`src/ets_pkg.sv`:
```
package ets_pkg;
  localparam int unsigned CLK_MHZ         = 250;
  localparam int unsigned CNT_W           = 16;
  localparam logic [15:0] CNT_MAX         = 16'hFFFF;
  localparam logic [15:0] CNT_ZERO        = 16'h0000;
  // Tick periods in ns, per switch column
  localparam int unsigned TICK0_NS        = 100;
  localparam int unsigned TICK1_NS        = 1000;
  localparam int unsigned TICK2_NS        = 10000;
  localparam int unsigned TICK3_NS        = 100000;
  localparam int unsigned TICK4_NS        = 1000000;
  localparam int unsigned CLK_NS          = 1000 / CLK_MHZ;
  localparam int unsigned TICK0_CYC       = TICK0_NS / CLK_NS;
  localparam int unsigned TICK1_CYC       = TICK1_NS / CLK_NS;
  localparam int unsigned TICK2_CYC       = TICK2_NS / CLK_NS;
  localparam int unsigned TICK3_CYC       = TICK3_NS / CLK_NS;
  localparam int unsigned TICK4_CYC       = TICK4_NS / CLK_NS;
  localparam int unsigned PRE_W           = 18;
  // Long trigger: more than 1.6 us active
  localparam int unsigned LONG_NS         = 1600;
  localparam int unsigned LONG_CYC        = (LONG_NS + CLK_NS - 1) / CLK_NS;
  localparam int unsigned LEN_W           = 10;
  localparam logic [1:0]  DISP_RAW        = 2'h0;
  localparam logic [1:0]  DISP_ABS        = 2'h1;
  localparam logic [1:0]  DISP_REL        = 2'h2;
  localparam logic [3:0]  POS_GATE_FIRST  = 4'h5;
  localparam logic [3:0]  POS_TOG_FIRST   = 4'hA;
  localparam logic [3:0]  POS_EVENT       = 4'hF;
  localparam logic [2:0]  COL_LAST        = 3'h4;
  // Synchronised pin bits, at the low end of the pin vector
  localparam int unsigned SYN_STROBE      = 0;
  localparam int unsigned SYN_ZERO        = 1;
  localparam int unsigned SYN_LOW         = 2;
  localparam int unsigned SYN_HIGH        = 3;
  localparam int unsigned SYN_MON         = 4;
  localparam int unsigned SYN_W           = 5;
  localparam int unsigned PIN_W           = CNT_W + SYN_W;
  // Low-active direct input idles high
  localparam logic [PIN_W-1:0] PIN_IDLE   = {CNT_ZERO, 5'h04};
  typedef enum logic [1:0]
  {
    MODE_RESET  = 2'b00,
    MODE_GATE   = 2'b01,
    MODE_TOGGLE = 2'b10,
    MODE_EVENT  = 2'b11
  } ets_mode_type;
endpackage

```
`src/ets_counter.sv`:
```
`timescale 1ns/1ns
module ets_counter
  import ets_pkg::*;
(
  input  wire logic              core_clk_i,
  input  wire logic              resetn_i,
  input  wire logic              clk_en_i,
  input  wire logic [3:0]        mode_switch_i,
  input  wire logic [1:0]        display_sel_i,
  input  wire logic              count_trigger_i,
  input  wire logic              direct_trigger_i,
  input  wire logic              count_trigger_low_input_i,
  input  wire logic              direct_sel_i,
  input  wire logic              manual_zero_i,
  input  wire logic              trace_strobe_i,
  input  wire logic [CNT_W-1:0]  analyzer_port_i,
  output logic [CNT_W-1:0]       trace_listing_o,
  output logic                   trace_valid_o,
  output logic [CNT_W-1:0]       monitor_count_o,
  output logic                   overflow_o
);
  // Pins, button and port are asynchronous to the core clock
  logic [PIN_W-1:0]  pin_raw;
  logic [PIN_W-1:0]  pin_s2;
  logic [CNT_W-1:0]  port_s2;
  logic              trig_q;
  logic [PRE_W-1:0]  pre_cnt;
  logic [LEN_W-1:0]  len_cnt;
  logic              run_tog;
  logic [CNT_W-1:0]  count;
  logic [CNT_W-1:0]  last_stamp;
  logic              first_rel;

  // Next values, one group per always_ff
  logic              next_trig_q;
  logic [PRE_W-1:0]  next_pre_cnt;
  logic [LEN_W-1:0]  next_len_cnt;
  logic              next_run_tog;
  logic [CNT_W-1:0]  next_count;
  logic              next_overflow;
  logic [CNT_W-1:0]  next_monitor_count;
  logic [CNT_W-1:0]  next_last_stamp;
  logic              next_first_rel;
  logic [CNT_W-1:0]  next_trace_listing;
  logic              next_trace_valid;

  // Decoded every cycle
  logic              trig;
  logic              zero_btn;
  logic              strobe;
  logic              tick;
  logic              advance;
  logic              long_pulse;
  logic [2:0]        col;
  logic [PRE_W-1:0]  pre_top;
  ets_mode_type      mode;

  assign pin_raw = {analyzer_port_i, count_trigger_i, direct_trigger_i,
                    count_trigger_low_input_i, manual_zero_i, trace_strobe_i};

  // One two-stage synchroniser per pin bit; only the second stage is read
  generate
    for (genvar b = 0; b < PIN_W; b++)
    begin : g_pin_sync
      logic stage1;
      logic stage2;
      logic next_stage1;
      logic next_stage2;

      always_comb
      begin
        next_stage1 = pin_raw[b];
        next_stage2 = stage1;
      end

      // Reset to the idle level so no false trigger edge follows reset
      always_ff @(posedge core_clk_i)
      begin
        if (!resetn_i)
        begin
          stage1 <= PIN_IDLE[b];
          stage2 <= PIN_IDLE[b];
        end
        else if (clk_en_i)
        begin
          stage1 <= next_stage1;
          stage2 <= next_stage2;
        end
      end

      assign pin_s2[b] = stage2;
    end
  endgenerate

  // Trigger source and synchronised pins
  always_comb
  begin
    if (direct_sel_i)
      trig = pin_s2[SYN_HIGH] | ~pin_s2[SYN_LOW];
    else
      trig = pin_s2[SYN_MON];
    zero_btn = pin_s2[SYN_ZERO];
    strobe   = pin_s2[SYN_STROBE];
    port_s2  = pin_s2[PIN_W-1:SYN_W];
  end

  // Switch position to counting mode and period column
  always_comb
  begin
    if (mode_switch_i == POS_EVENT)
    begin
      mode = MODE_EVENT;
      col  = 3'h0;
    end
    else if (mode_switch_i >= POS_TOG_FIRST)
    begin
      mode = MODE_TOGGLE;
      col  = 3'(mode_switch_i - POS_TOG_FIRST);
    end
    else if (mode_switch_i >= POS_GATE_FIRST)
    begin
      mode = MODE_GATE;
      col  = 3'(mode_switch_i - POS_GATE_FIRST);
    end
    else
    begin
      mode = MODE_RESET;
      col  = mode_switch_i[2:0];
    end
  end

  // Period column to prescaler top
  always_comb
  begin
    case (col)
      3'h0:    pre_top = PRE_W'(TICK0_CYC - 1);
      3'h1:    pre_top = PRE_W'(TICK1_CYC - 1);
      3'h2:    pre_top = PRE_W'(TICK2_CYC - 1);
      3'h3:    pre_top = PRE_W'(TICK3_CYC - 1);
      default: pre_top = PRE_W'(TICK4_CYC - 1);
    endcase
  end

  // Prescaler free-runs, so a timed count is only known to within one tick
  always_comb
  begin
    tick         = (pre_cnt >= pre_top);
    next_pre_cnt = tick ? '0 : pre_cnt + 1'b1;
  end

  always_ff @(posedge core_clk_i)
  begin
    if (!resetn_i)
      pre_cnt <= '0;
    else if (clk_en_i)
      pre_cnt <= next_pre_cnt;
  end

  // Trigger history: edge, pulse length and the toggle run flag
  always_comb
  begin
    next_trig_q = trig;
    // Length counter saturates so a held trigger cannot wrap back to short
    if (!trig)
      next_len_cnt = '0;
    else if (len_cnt <= LEN_W'(LONG_CYC))
      next_len_cnt = len_cnt + 1'b1;
    else
      next_len_cnt = len_cnt;
    long_pulse   = (len_cnt > LEN_W'(LONG_CYC));
    next_run_tog = run_tog;
    // Short pulses act on release, once their length is known
    if (mode == MODE_TOGGLE && trig_q && !trig && !long_pulse)
      next_run_tog = ~run_tog;
    if (mode == MODE_TOGGLE && trig && long_pulse)
      next_run_tog = 1'b0;
    if (mode == MODE_TOGGLE && zero_btn)
      next_run_tog = 1'b0;
  end

  always_ff @(posedge core_clk_i)
  begin
    if (!resetn_i)
    begin
      trig_q  <= 1'b0;
      len_cnt <= '0;
      run_tog <= 1'b0;
    end
    else if (clk_en_i)
    begin
      trig_q  <= next_trig_q;
      len_cnt <= next_len_cnt;
      run_tog <= next_run_tog;
    end
  end

  // Counter, sticky overflow and the copy offered to the event monitor
  always_comb
  begin
    case (mode)
      MODE_RESET:  advance = tick;
      MODE_GATE:   advance = tick & trig;
      MODE_TOGGLE: advance = tick & run_tog;
      MODE_EVENT:  advance = trig & ~trig_q;
      default:     advance = 1'b0;
    endcase
    // Wrap is the carry out of the sixteen-bit add dropping off
    next_count    = advance ? count + 1'b1 : count;
    next_overflow = overflow_o | (advance && count == CNT_MAX);
    if (mode == MODE_RESET && trig)
      next_count = CNT_ZERO;
    if (mode == MODE_TOGGLE && trig && long_pulse)
      next_count = CNT_ZERO;
    // Manual zero wins over counting and also clears the sticky flag
    if (zero_btn)
    begin
      next_count    = CNT_ZERO;
      next_overflow = 1'b0;
    end
    next_monitor_count = next_count;
  end

  always_ff @(posedge core_clk_i)
  begin
    if (!resetn_i)
    begin
      count           <= CNT_ZERO;
      overflow_o      <= 1'b0;
      monitor_count_o <= CNT_ZERO;
    end
    else if (clk_en_i)
    begin
      count           <= next_count;
      overflow_o      <= next_overflow;
      monitor_count_o <= next_monitor_count;
    end
  end

  // Trace entries; the relative form keeps the last stamp to subtract
  always_comb
  begin
    next_last_stamp    = last_stamp;
    next_first_rel     = first_rel;
    next_trace_listing = trace_listing_o;
    next_trace_valid   = strobe;
    if (strobe)
    begin
      case (display_sel_i)
        DISP_RAW: next_trace_listing = port_s2;
        DISP_ABS: next_trace_listing = count;
        DISP_REL: next_trace_listing = first_rel ? count : count - last_stamp;
        default:  next_trace_listing = port_s2;
      endcase
      next_last_stamp = count;
      next_first_rel  = 1'b0;
    end
    // Leaving the relative form rearms the first-entry flag
    if (display_sel_i != DISP_REL)
      next_first_rel = 1'b1;
  end

  always_ff @(posedge core_clk_i)
  begin
    if (!resetn_i)
    begin
      last_stamp      <= CNT_ZERO;
      first_rel       <= 1'b1;
      trace_listing_o <= CNT_ZERO;
      trace_valid_o   <= 1'b0;
    end
    else if (clk_en_i)
    begin
      last_stamp      <= next_last_stamp;
      first_rel       <= next_first_rel;
      trace_listing_o <= next_trace_listing;
      trace_valid_o   <= next_trace_valid;
    end
  end
endmodule

```
`config.mk`:
```
export PLATFORM = sky130hd
export DESIGN_NAME = ets_counter
export DESIGN_NICKNAME = d
export VERILOG_FILES = /design/src/ets_pkg.sv /design/src/ets_counter.sv
export SDC_FILE = /design/constraint.sdc
export NUM_CORES = 1
export LEC_CHECK = 0
export BUFFER_PORTS_ARGS = -buffer_cell sky130_fd_sc_hd__buf_2
export CAP_MARGIN = 20
export CORE_AREA = 5 5 121 123
export CTS_CLUSTER_SIZE = 16
export DETAILED_ROUTE_END_ITERATION = 8
export DIE_AREA = 0 0 126 128
export PLACE_DENSITY = 0.76
export SLEW_MARGIN = 20
export SYNTH_ARGS = -nofsm -noshare
export SYNTH_HDL_FRONTEND = slang
export SYNTH_SLANG_ARGS = --single-unit
```
`constraint.sdc`:
```
create_clock -name core_clk_i -period 3.5 [get_ports core_clk_i]
set_input_delay 0.35 -clock core_clk_i [delete_from_list [all_inputs] [get_ports core_clk_i]]
set_output_delay 0.35 -clock core_clk_i [all_outputs]
set_load 0.03 [all_outputs]
```
==> flow_summary.ini, run 1 <==
[status]
status = completed

[drt]
routed_wire_length_per_instance_microns = 16.17
final_antenna_net_count = 0
initialDrtViolationCount = 402
route.vias.total = 6304
detail_route.wirelength_mm = 17.94
post_detailed_route_drc_marker_count = 0
route.detailed.vias_per_inst = 5.684
firstDrtPassIters = 4

[finish]
fin_util_pct = 61.84
finish.instance_area_sq_um = 8384
drive_above_1_share_pct = 15.18
antenna-diode-count = 0
syn2layout_area_growth_pct = 17.66
final_nets = 989
final_cells = 1109
layout.filler_cells = 1223

[power]
leakage_power_nw = 3.493
power_per_cell_area_nw_per_um2 = 428.8
ir_worst_vdd_v = 0.0003109

[clock_network]
clk_root_buffer_cell = sky130_fd_sc_hd__clkbuf_16
cts-buffers-inserted = 17
cts_sinks = 123
cts_tree = done
ctsLongestPathBuffers = 2
htree_levels = 4
clock_latency_ns = 0.42
cts.clk_slew.worst_paths_ns = 0.06
post-cts-setup-buffers = 0

[logic_synthesis]
synth_cells = 840
netlist.area_leader.share_pct = 34.56
syn_area_sq_um = 7126
ys_seq_area_share_pct = 34.56
synth-main-ff-cell = sky130_fd_sc_hd__dfxtp_1
post-synth-top-count-cell = sky130_fd_sc_hd__dfxtp_1
yosys_warnings = 0
synth-edff-count = 0
synth_top_cells_by_count = sky130_fd_sc_hd__dfxtp_1 (123), sky130_fd_sc_hd__nand2_1 (111), sky130_fd_sc_hd__mux2i_1 (60)
asyncSetResetFlopFracSynth_pct = 0
postSynthNetCount = 913
avgSynthCellArea_sq_um = 8.483
synth_largest_area_cell = sky130_fd_sc_hd__dfxtp_1
ys_ff_latch = 123
synth.distinct_cells = 65
netlist_top_cells_area = sky130_fd_sc_hd__dfxtp_1 (35%), sky130_fd_sc_hd__mux2i_1 (8.4%), sky130_fd_sc_hd__ha_1 (7.2%), sky130_fd_sc_hd__nand2_1 (5.8%), sky130_fd_sc_hd__nor2b_1 (4.0%)

[setup_path]
worstPathArrival_ns = 3.59
critical_path_capture_point_type = flop
critPathMaxFanout = 16
setup.worst_path.class = in -> reg
startpoint_type = input pin
timing.critical_path.required_ns = 3.85

[global_route]
grt_start_max_net_pins = 52
grt_pass1_wl_mm = 29.78
globalRouteOverflowTotal = 0
via_count_of_the_first_global_routing_pass = 6071
grt_antenna_before_repair = 0
grt_usage_pct = 22.53

[sta]
period_minus_slack_ns = 3.238
worst_skew_ns = 0.006352
relSlewSlack_pct = 47.75
timing_worst_slew_pin_value_ns = 0.7838
finalWorstSetupSlack_ns = 0.2618
hold_viol_final = 0
finalCritPeriodShare_pct = 92.52
timing.final.setup_violations = 0
highest_attainable_clock_frequency_mhz = 308.8
setup_repair_after_global_routing_missed_its_margin = no
slew_viol_final = 0
final.hold.worst_slack_ns = 0.1543

[die]
io_pins = 65
chipHeight_microns = 128
die-area_sq_um = 16130
floorplan.die.width_microns = 126
placeableCoreArea_sq_um = 13560
initial_core_utilization_pct = 52.56
num_rows = 43

[hold_path]
hold_path.class = in -> reg

[placed_design]
post-place-cells = 1077
gp_congestion = 0.9314
portBuffers = 64
post_dp_cell_area_sq_um = 7765
hpwl_mm = 12.66
dp_slack_ns = -0.2221

[job]
drv_cap = 0
[kinds of logic (layout without fill, tap and decap cells)]
kind of cell	Yosys count	count (layout)	share of synthesized area (%)
AO/OA/AOI/OAI	172	172	17.24
adder cells (fa/ha/maj)	42	42	7.480
AND/OR/NAND/NOR	338	338	24.25
buffers and inverters	77	166	4.565
XOR/XNOR	27	27	3.319
multiplexers	61	61	8.587
flip-flops	123	123	34.56
[critical path: stages]
cell,delay (ns)
sky130_fd_sc_hd__buf_2,0.11
sky130_fd_sc_hd__inv_1,0.07
sky130_fd_sc_hd__ha_1,0.18
sky130_fd_sc_hd__nand2b_1,0.20
sky130_fd_sc_hd__a311oi_1,0.37
sky130_fd_sc_hd__o21ai_1,0.11
sky130_fd_sc_hd__and2_1,0.18
sky130_fd_sc_hd__inv_1,0.07
sky130_fd_sc_hd__nor2_1,0.04
sky130_fd_sc_hd__ha_1,0.29
sky130_fd_sc_hd__a21o_1,0.18
sky130_fd_sc_hd__a211oi_1,0.22
sky130_fd_sc_hd__o32ai_1,0.10
sky130_fd_sc_hd__buf_4,0.15
sky130_fd_sc_hd__a2111oi_4,0.33
sky130_fd_sc_hd__buf_6,0.19
sky130_fd_sc_hd__o21ai_1,0.11
sky130_fd_sc_hd__buf_12,0.21
sky130_fd_sc_hd__nor2_1,0.11
[cell usage in the layout, fill, tap and decap left out, drive strengths merged, types with 31 or more instances in the layout]
cell,instances
inv,41
nor2b,45
mux2i,60
o21ai,31
dfxtp,123
nand3,32
nand2,111
nor2,46
ha,41
buf,99
[registers in the layout, summed over array words and instances, names as in the netlist]
signal and count:
g_pin_sync.next_stage2 21, len_cnt 10, count 16, g_pin_sync.stage2 21, pre_cnt 18, last_stamp 16, overflow_o 1, trig_q 1
trace_listing_o 16, trace_valid_o 1, first_rel 1, run_tog 1
[metal layers]
metal | GRT usage (%) | vias to the layer above | share of wire [%]
li1 | - | 3147 | -
met1 | 28.88 | 2928 | 45
met2 | 36.65 | 184 | 47
met3 | 4.958 | 45 | 4.8
met4 | 9.842 | 0 | 3.4
met5 | 0 | - | 0
[where the power goes]
| group | internal [mW] | switching (mW) | leakage [nW] |
|---|---|---|---|
| sequential | 1.43 | 0.0206 | 0.998 |
| clock | 1.10 | 0.729 | 0.300 |
| combinational | 0.133 | 0.183 | 2.20 |
| total | 2.66 | 0.933 | 3.49 |
[through the flow]
| stage | total power [mW] | TNS [ns] |
|---|---|---|
| after CTS | 3.618 | 0 |
| after global placement | 1.787 | -1.264 |
| final | 3.595 | 0 |
| after detailed placement | 1.794 | -5.835 |
| after global routing | 3.732 | 0 |
| after floorplan | 1.697 | 0 |
[cell type report]
cell class | count | area [sq um] | area share (%)
inverters | 35 | 131.4 | 1.567
repair buffers | 99 | 611.8 | 7.297
multi-input cells | 640 | 4338 | 51.74
flip-flops and latches | 123 | 2462 | 29.37
clock buffers | 18 | 439.2 | 5.238
well taps | 180 | 225.2 | 2.686
clock inverters | 14 | 176.4 | 2.104
[worst paths after layout]
kind,start,to,slack [ns],cells after the start
worst min-delay path,count_trigger_low_input_i,g_pin_sync[2].next_stage2,0.15,3
worst min register to register,last_stamp[13],last_stamp[13],0.46,2
worst max-delay path,mode_switch_i[1],pre_cnt[13],0.26,19
worst max register to register,count[1],trace_listing_o[15],1.03,7
[what timing repair did]
action	CTS	global route
gates resized for setup	0	2
hold buffers	0	0
setup endpoints to repair	0	11
endpoints found under the hold margin	0	0
No activity file was read; power rests on OpenSTA's default activity.
==> inputs of run 2 (changes only) <==
- ABC_AREA: default -> 1
- CORE_AREA: 5 5 121 123 -> 5 5 123 125
- DIE_AREA: 0 0 126 128 -> 0 0 128 130
- PLACE_DENSITY: 0.76 -> 0.75
==> run 2 against run 1 <==
Sequential share of layout area up 0.10 points. Clock power down 7%. Wire length up 7.0%. Worst hold slack worse by 0.018 ns. Global-route usage up 1.2 points. Synthesized cell count up 29%. Via count up 14%. Final cell count up 20%.
==> flow_summary.ini, run 2 <==
[status]
status = completed

[die]
initial_core_utilization_pct = 52.79
placeableCoreArea_sq_um = 13770
die-area_sq_um = 16640
floorplan.die.width_microns = 128
num_rows = 43
chipHeight_microns = 130
io_pins = 65

[hold_path]
hold_start = count_trigger_low_input_i
hold_path.class = in -> reg

[drt]
route.detailed.vias_per_inst = 5.406
final_antenna_net_count = 0
met3_wirelength_mm = 1.301
post_detailed_route_drc_marker_count = 0
initialDrtViolationCount = 572
detail_route.wirelength_mm = 19.19
routed_wire_length_per_instance_microns = 14.39
firstDrtPassIters = 7
topRoutingLayerUsed = met4
routed-wl-met2_mm = 8.671
drt-met1-wl_mm = 8.591
route.vias.total = 7212

[global_route]
grt_antenna_before_repair = 0
grt_usage_pct = 23.75
globalRouteOverflowTotal = 0
via_count_of_the_first_global_routing_pass = 6761
grt_pass1_wl_mm = 32.15
grt_start_max_net_pins = 67

[logic_synthesis]
yosys_warnings = 0
post-synth-top-count-cell = sky130_fd_sc_hd__nand2_1
synth-main-ff-cell = sky130_fd_sc_hd__dfxtp_1
avgSynthCellArea_sq_um = 6.707
synth_cells = 1084
synth.distinct_cells = 47
ys_seq_area_share_pct = 33.87
asyncSetResetFlopFracSynth_pct = 0
synth-edff-count = 0
syn_area_sq_um = 7271
synth_largest_area_cell = sky130_fd_sc_hd__dfxtp_1
synth_top_cells_by_count = sky130_fd_sc_hd__nand2_1 (196), sky130_fd_sc_hd__nor2_1 (143), sky130_fd_sc_hd__a21oi_1 (131)
ys_ff_latch = 123
netlist.area_leader.share_pct = 33.87
netlist_top_cells_area = sky130_fd_sc_hd__dfxtp_1 (34%), sky130_fd_sc_hd__nand2_1 (10%), sky130_fd_sc_hd__a21oi_1 (9.0%), sky130_fd_sc_hd__nor2_1 (7.4%), sky130_fd_sc_hd__ha_1 (7.1%)
postSynthNetCount = 1157

[sta]
timing_worst_slew_pin_value_ns = 0.8447
setup_repair_after_global_routing_missed_its_margin = yes
timing.final.setup_violations = 0
period_minus_slack_ns = 3.160
slew_viol_final = 0
worst_skew_ns = 0.009401
final.hold.worst_slack_ns = 0.1359
hold_viol_final = 0
tns_ns = 0
highest_attainable_clock_frequency_mhz = 316.5
relSlewSlack_pct = 43.63
finalCritPeriodShare_pct = 90.28

[clock_network]
cts.clk_slew.worst_paths_ns = 0.06
clk_root_buffer_cell = sky130_fd_sc_hd__clkbuf_16
ctsLongestPathBuffers = 2
cts-buffers-inserted = 17
post_cts_hold_buffer_count = 0
cts_tree = done
clock_latency_ns = 0.42
htree_levels = 4
ctsResizeCount = 0
post-cts-setup-buffers = 0
cts_sinks = 123

[finish]
layout.filler_cells = 1317
syn2layout_area_growth_pct = 14.92
final_cells = 1334
final_nets = 1214
drive_above_1_share_pct = 12.74
multi_input_area_sq_um = 4139
final_cell_mix = sky130_fd_sc_hd__nand2_1 (196), sky130_fd_sc_hd__nor2_1 (142), sky130_fd_sc_hd__a21oi_1 (130)
antenna-diode-count = 0
area.sequential_sq_um = 2462
layout_commonest_cell = sky130_fd_sc_hd__nand2_1

[setup_path]
timing.critical_path.required_ns = 3.81
startpoint_type = input pin
worstReg2RegStart = count[0]
worstPathArrival_ns = 3.47
critical_path.startpoint = mode_switch_i[1]
setup.worst_path.class = in -> reg
critPathMaxFanout = 10
critical_path_capture_point_type = flop

[power]
power.total_mw = 3.656
ir_worst_vdd_v = 0.0003432
leakage_power_nw = 3.702
power_per_cell_area_nw_per_um2 = 437.5

[placed_design]
portBuffers = 64
hpwl_mm = 13.71
gp_congestion = 0.9170
post-place-cells = 1302

[job]
drv_cap = 0
## run 2: worst max-delay path, cell delays in order
cell and delay, ns:
sky130_fd_sc_hd__buf_2 0.13, sky130_fd_sc_hd__inv_2 0.11, sky130_fd_sc_hd__ha_1 0.18, sky130_fd_sc_hd__inv_1 0.06, sky130_fd_sc_hd__o21ai_1 0.15, sky130_fd_sc_hd__nand2_1 0.13, sky130_fd_sc_hd__nand3_1 0.13, sky130_fd_sc_hd__nor2_1 0.05
sky130_fd_sc_hd__nor2_1 0.17, sky130_fd_sc_hd__inv_1 0.08, sky130_fd_sc_hd__nor2_1 0.13, sky130_fd_sc_hd__nand2_1 0.08, sky130_fd_sc_hd__ha_1 0.34, sky130_fd_sc_hd__nand2_1 0.06, sky130_fd_sc_hd__nor2_1 0.12, sky130_fd_sc_hd__nand2_1 0.09
sky130_fd_sc_hd__nor2_1 0.18, sky130_fd_sc_hd__inv_1 0.06, sky130_fd_sc_hd__o21ai_1 0.14, sky130_fd_sc_hd__nor2_2 0.07, sky130_fd_sc_hd__nand3_1 0.17, sky130_fd_sc_hd__nand2_4 0.13, sky130_fd_sc_hd__buf_4 0.19, sky130_fd_sc_hd__nand3_1 0.09
sky130_fd_sc_hd__a21oi_2 0.06
## run 2: path summary, 6_finish.rpt
path | end | slack (ns) | cells after the start
max | count[8] | 0.34 | 25
min | g_pin_sync[2].next_stage2 | 0.14 | 3
max reg2reg | trace_listing_o[8] | 0.93 | 13
min reg2reg | g_pin_sync[18].stage2 | 0.46 | 2
## run 2: kinds of logic (layout without fill, tap and decap cells)
group / Yosys count / in the layout / synth area share (%)
fa+ha+maj: 42 / 42 / 7.331
buf+inv: 176 / 246 / 9.362
compound gates: 252 / 252 / 18.77
xor+xnor: 19 / 19 / 2.289
simple gates: 472 / 472 / 28.38
flops: 123 / 123 / 33.87
## run 2: area by class of cell
| class | instances | share of cell area [%] |
|---|---|---|
| Clock buffer | 18 | 5.256 |
| Clock inverter | 14 | 1.587 |
| Inverter | 131 | 5.915 |
| Multi-Input combinational cell | 785 | 49.54 |
| Sequential cell | 123 | 29.47 |
| Tap cell | 180 | 2.695 |
| Timing Repair Buffer | 83 | 5.541 |
## run 2: routing by layer
metal  global-route usage, %  vias up
li1                        -     3684
met1                   31.17     3234
met2                   37.74      243
met3                   5.608       51
met4                   9.863        0
met5                       0        -
## run 2: metrics by stage
step	util, %	area (sq um)	setup slack, ns
finish	60.67	8356	0.3402
global route	60.67	8356	-0.04600
CTS	60.58	8344	0.4258
detailed placement	56.43	7772	-0.01913
global placement	56.43	7772	0.09993
floorplan	-	7271	0.4534
## run 2: power by group
part	leakage [nW]	internal, mW	total [mW]	switching, mW
logic	2.41	0.156	0.471	0.315
clock network	0.286	1.01	1.70	0.697
registers	1.00	1.45	1.48	0.0267
total	3.70	2.62	3.66	1.04
==> inputs of run 3 (changes only) <==
==> constraint.sdc (replaced) <==
create_clock -name core_clk_i -period 3.5 [get_ports core_clk_i]
set_input_delay 0 -clock core_clk_i [delete_from_list [all_inputs] [get_ports core_clk_i]]
set_output_delay 0 -clock core_clk_i [all_outputs]
set_load 0.03 [all_outputs]
==> run 3 against run 2 <==
Clock skew up 0.0058 ns. Wire length up 2.7%. Clock power rose by 3%. Sequential share of layout area decreased by 0.68 points. Maximum frequency is 8.6% higher. Via count increased by 0.26%. Count of clock-buffer cells in the layout did not move. Highest routed layer unchanged.
==> flow_summary.ini, run 3 (same netlist as run 2, synthesis figures left out) <==
[global_route]
global_route.usage.met3_pct = 4.994
grt_start_max_net_pins = 67
grt_antenna_before_repair = 0
grt_use_met1_pct = 31.16
via_count_of_the_first_global_routing_pass = 6743
busiest_layer = met2
globalRouteOverflowTotal = 0
grt_usage_pct = 24.14
groute.layer.met2.usage_pct = 39.80
grt_pass1_wl_mm = 32.49

[sta]
finalWorstSetupSlack_ns = 0.5896
finalCritPeriodShare_pct = 83.16
worst_skew_ns = 0.01516
timing_worst_slew_pin_value_ns = 0.9379
highest_attainable_clock_frequency_mhz = 343.6
hold_viol_final = 0
setup_repair_after_global_routing_missed_its_margin = no
tns_ns = 0
relSlewSlack_pct = 37.40
timing.final.setup_violations = 0
period_minus_slack_ns = 2.910
slew_viol_final = 0

[finish]
final_nets = 1232
syn2layout_area_growth_pct = 17.62
antenna-diode-count = 0
drive_above_1_share_pct = 12.12
final_cell_mix = sky130_fd_sc_hd__nand2_1 (196), sky130_fd_sc_hd__nor2_1 (143), sky130_fd_sc_hd__a21oi_1 (131)
layout_commonest_cell = sky130_fd_sc_hd__nand2_1
layout.filler_cells = 1322

[setup_path]
regToRegSetupSlack_ns = 0.89
reg_to_reg_endpoint = trace_listing_o[8]
worstPathArrival_ns = 3.16
worstReg2RegStart = count[0]
setup.worst_path.class = in -> reg
critPathMaxFanout = 18
startpoint_type = input pin
critical_path_capture_point_type = flop
depth_of_the_worst_register_to_register_path = 13
timing.critical_path.required_ns = 3.75

[drt]
post_detailed_route_drc_marker_count = 0
firstDrtPassIters = 8
routed_wire_length_per_instance_microns = 14.57
final_antenna_net_count = 0
detail_route.wirelength_mm = 19.71
route.detailed.vias_per_inst = 5.348
initialDrtViolationCount = 630
route.vias.total = 7231

[die]
placeableCoreArea_sq_um = 13770
initial_core_utilization_pct = 52.79
floorplan.die.width_microns = 128
io_pins = 65
chipHeight_microns = 130
die-area_sq_um = 16640
num_rows = 43

[power]
power.internal_mw = 2.644
gate_power_share_pct = 13.1
part_of_the_power_in_registers_pct = 39.9
p_switching_mw = 1.069
leakage_power_nw = 3.759
ir_worst_vdd_v = 0.0003969
power_per_cell_area_nw_per_um2 = 434.1
switching_share_pct = 28.79
power.total_mw = 3.713
pwr-share-clk_pct = 47.0

[hold_path]
hold_start = clk_en_i
hold_path_depth = 3
hold_path.class = in -> reg
worst_hold_path.endpoint = pre_cnt[0]

[placed_design]
gp_congestion = 0.9585
portBuffers = 64
dp_slack_ns = 0.1964
hpwl_mm = 13.69

[clock_network]
cts_sinks = 123
ctsLongestPathBuffers = 2
cts.clk_slew.worst_paths_ns = 0.06
ctsResizeCount = 0
cts-buffers-inserted = 17
clk_root_buffer_cell = sky130_fd_sc_hd__clkbuf_16
cts_tree = done
htree_levels = 4
clock_latency_ns = 0.42

[status]
status = completed

[job]
drv_cap = 0
==> run 3: cell types whose count changed in the layout (fill, tap and decap cells not counted), moves of 2 or more <==
cell	previous run	this run
sky130_fd_sc_hd__clkinvlp_4	0	3
sky130_fd_sc_hd__dlygate4sd3_1	0	21
sky130_fd_sc_hd__inv_8	0	2
sky130_fd_sc_hd__clkinv_2	3	0
sky130_fd_sc_hd__clkinv_4	4	2
sky130_fd_sc_hd__buf_4	19	16
==> run 3: critical path: stages <==
cell and delay [ns]:
sky130_fd_sc_hd__buf_2 0.13, sky130_fd_sc_hd__inv_2 0.11, sky130_fd_sc_hd__ha_1 0.18, sky130_fd_sc_hd__inv_1 0.06
sky130_fd_sc_hd__o21ai_1 0.16, sky130_fd_sc_hd__nand2_1 0.13, sky130_fd_sc_hd__nand3_1 0.17, sky130_fd_sc_hd__nor2_1 0.06
sky130_fd_sc_hd__nor2_1 0.17, sky130_fd_sc_hd__inv_1 0.07, sky130_fd_sc_hd__nor2_1 0.12, sky130_fd_sc_hd__inv_1 0.07
sky130_fd_sc_hd__o21ai_0 0.14, sky130_fd_sc_hd__inv_1 0.07, sky130_fd_sc_hd__ha_1 0.27, sky130_fd_sc_hd__nand2_1 0.06
sky130_fd_sc_hd__nor2_1 0.06, sky130_fd_sc_hd__nand2_1 0.06, sky130_fd_sc_hd__nand2_1 0.05, sky130_fd_sc_hd__a21oi_1 0.21
sky130_fd_sc_hd__nand3_1 0.14, sky130_fd_sc_hd__nand2_2 0.30, sky130_fd_sc_hd__nand2_4 0.18, sky130_fd_sc_hd__nand2_1 0.10
sky130_fd_sc_hd__a21oi_1 0.07
==> run 3: per-layer routing <==
metal / vias up / wire length (microns)
met1: 3259 / 8867
met3: 35 / 1138
li1: 3725 / -
met5: - / 0
met2: 212 / 9161
met4: 0 / 537
==> run 3: worst max-delay path by stage <==
stage	from	endpoint	slack, ns	cells after the start
final	mode_switch_i[1]	count[10]	0.59	25
after global routing	mode_switch_i[0]	count[10]	0.14	26
after CTS	mode_switch_i[1]	count[10]	0.62	25
after detailed placement	mode_switch_i[1]	count[12]	0.20	25
after global placement	mode_switch_i[1]	pre_cnt[3]	0.31	24
after floorplan	mode_switch_i[0]	count[6]	0.80	24
==> run 3: power by group through the flow <==
| stage | Combinational (mW) | Sequential (mW) | Clock [mW] |
|---|---|---|---|
| 4_1_cts | 0.480 | 1.48 | 1.77 |
| 2_1_floorplan | 0.340 | 1.51 | 0 |
| 3_3_place_gp | 0.451 | 1.51 | 0 |
| 5_1_grt | 0.553 | 1.49 | 1.84 |
| 6_report | 0.485 | 1.48 | 1.75 |
| 3_5_place_dp | 0.457 | 1.51 | 0 |
==> run 3: final cells by class <==
type | instances | area, sq um | area share (%)
multi-input cells | 785 | 4128 | 48.27
flip-flops and latches | 123 | 2462 | 28.79
repair buffers | 101 | 650.6 | 7.608
inverters | 131 | 494.2 | 5.779
clock buffers | 18 | 439.2 | 5.135
well taps | 180 | 225.2 | 2.634
clock inverters | 14 | 152.6 | 1.785
==> run 3: through the flow <==
step	std cells	area, sq um	hold WS, ns	util [%]
CTS	1352	8552	0.1452	62.09
floorplan	1084	7271	0.1263	-
global placement	1299	7750	0.2155	56.27
finish	1352	8552	0.1565	62.09
detailed placement	1299	7750	0.2243	56.27
global route	1352	8552	0.1951	62.09
==> run 3: timing repair <==
item	in CTS	in global routing
endpoints found under the hold margin	21	0
hold buffers	21	0
buffers inserted	0	0
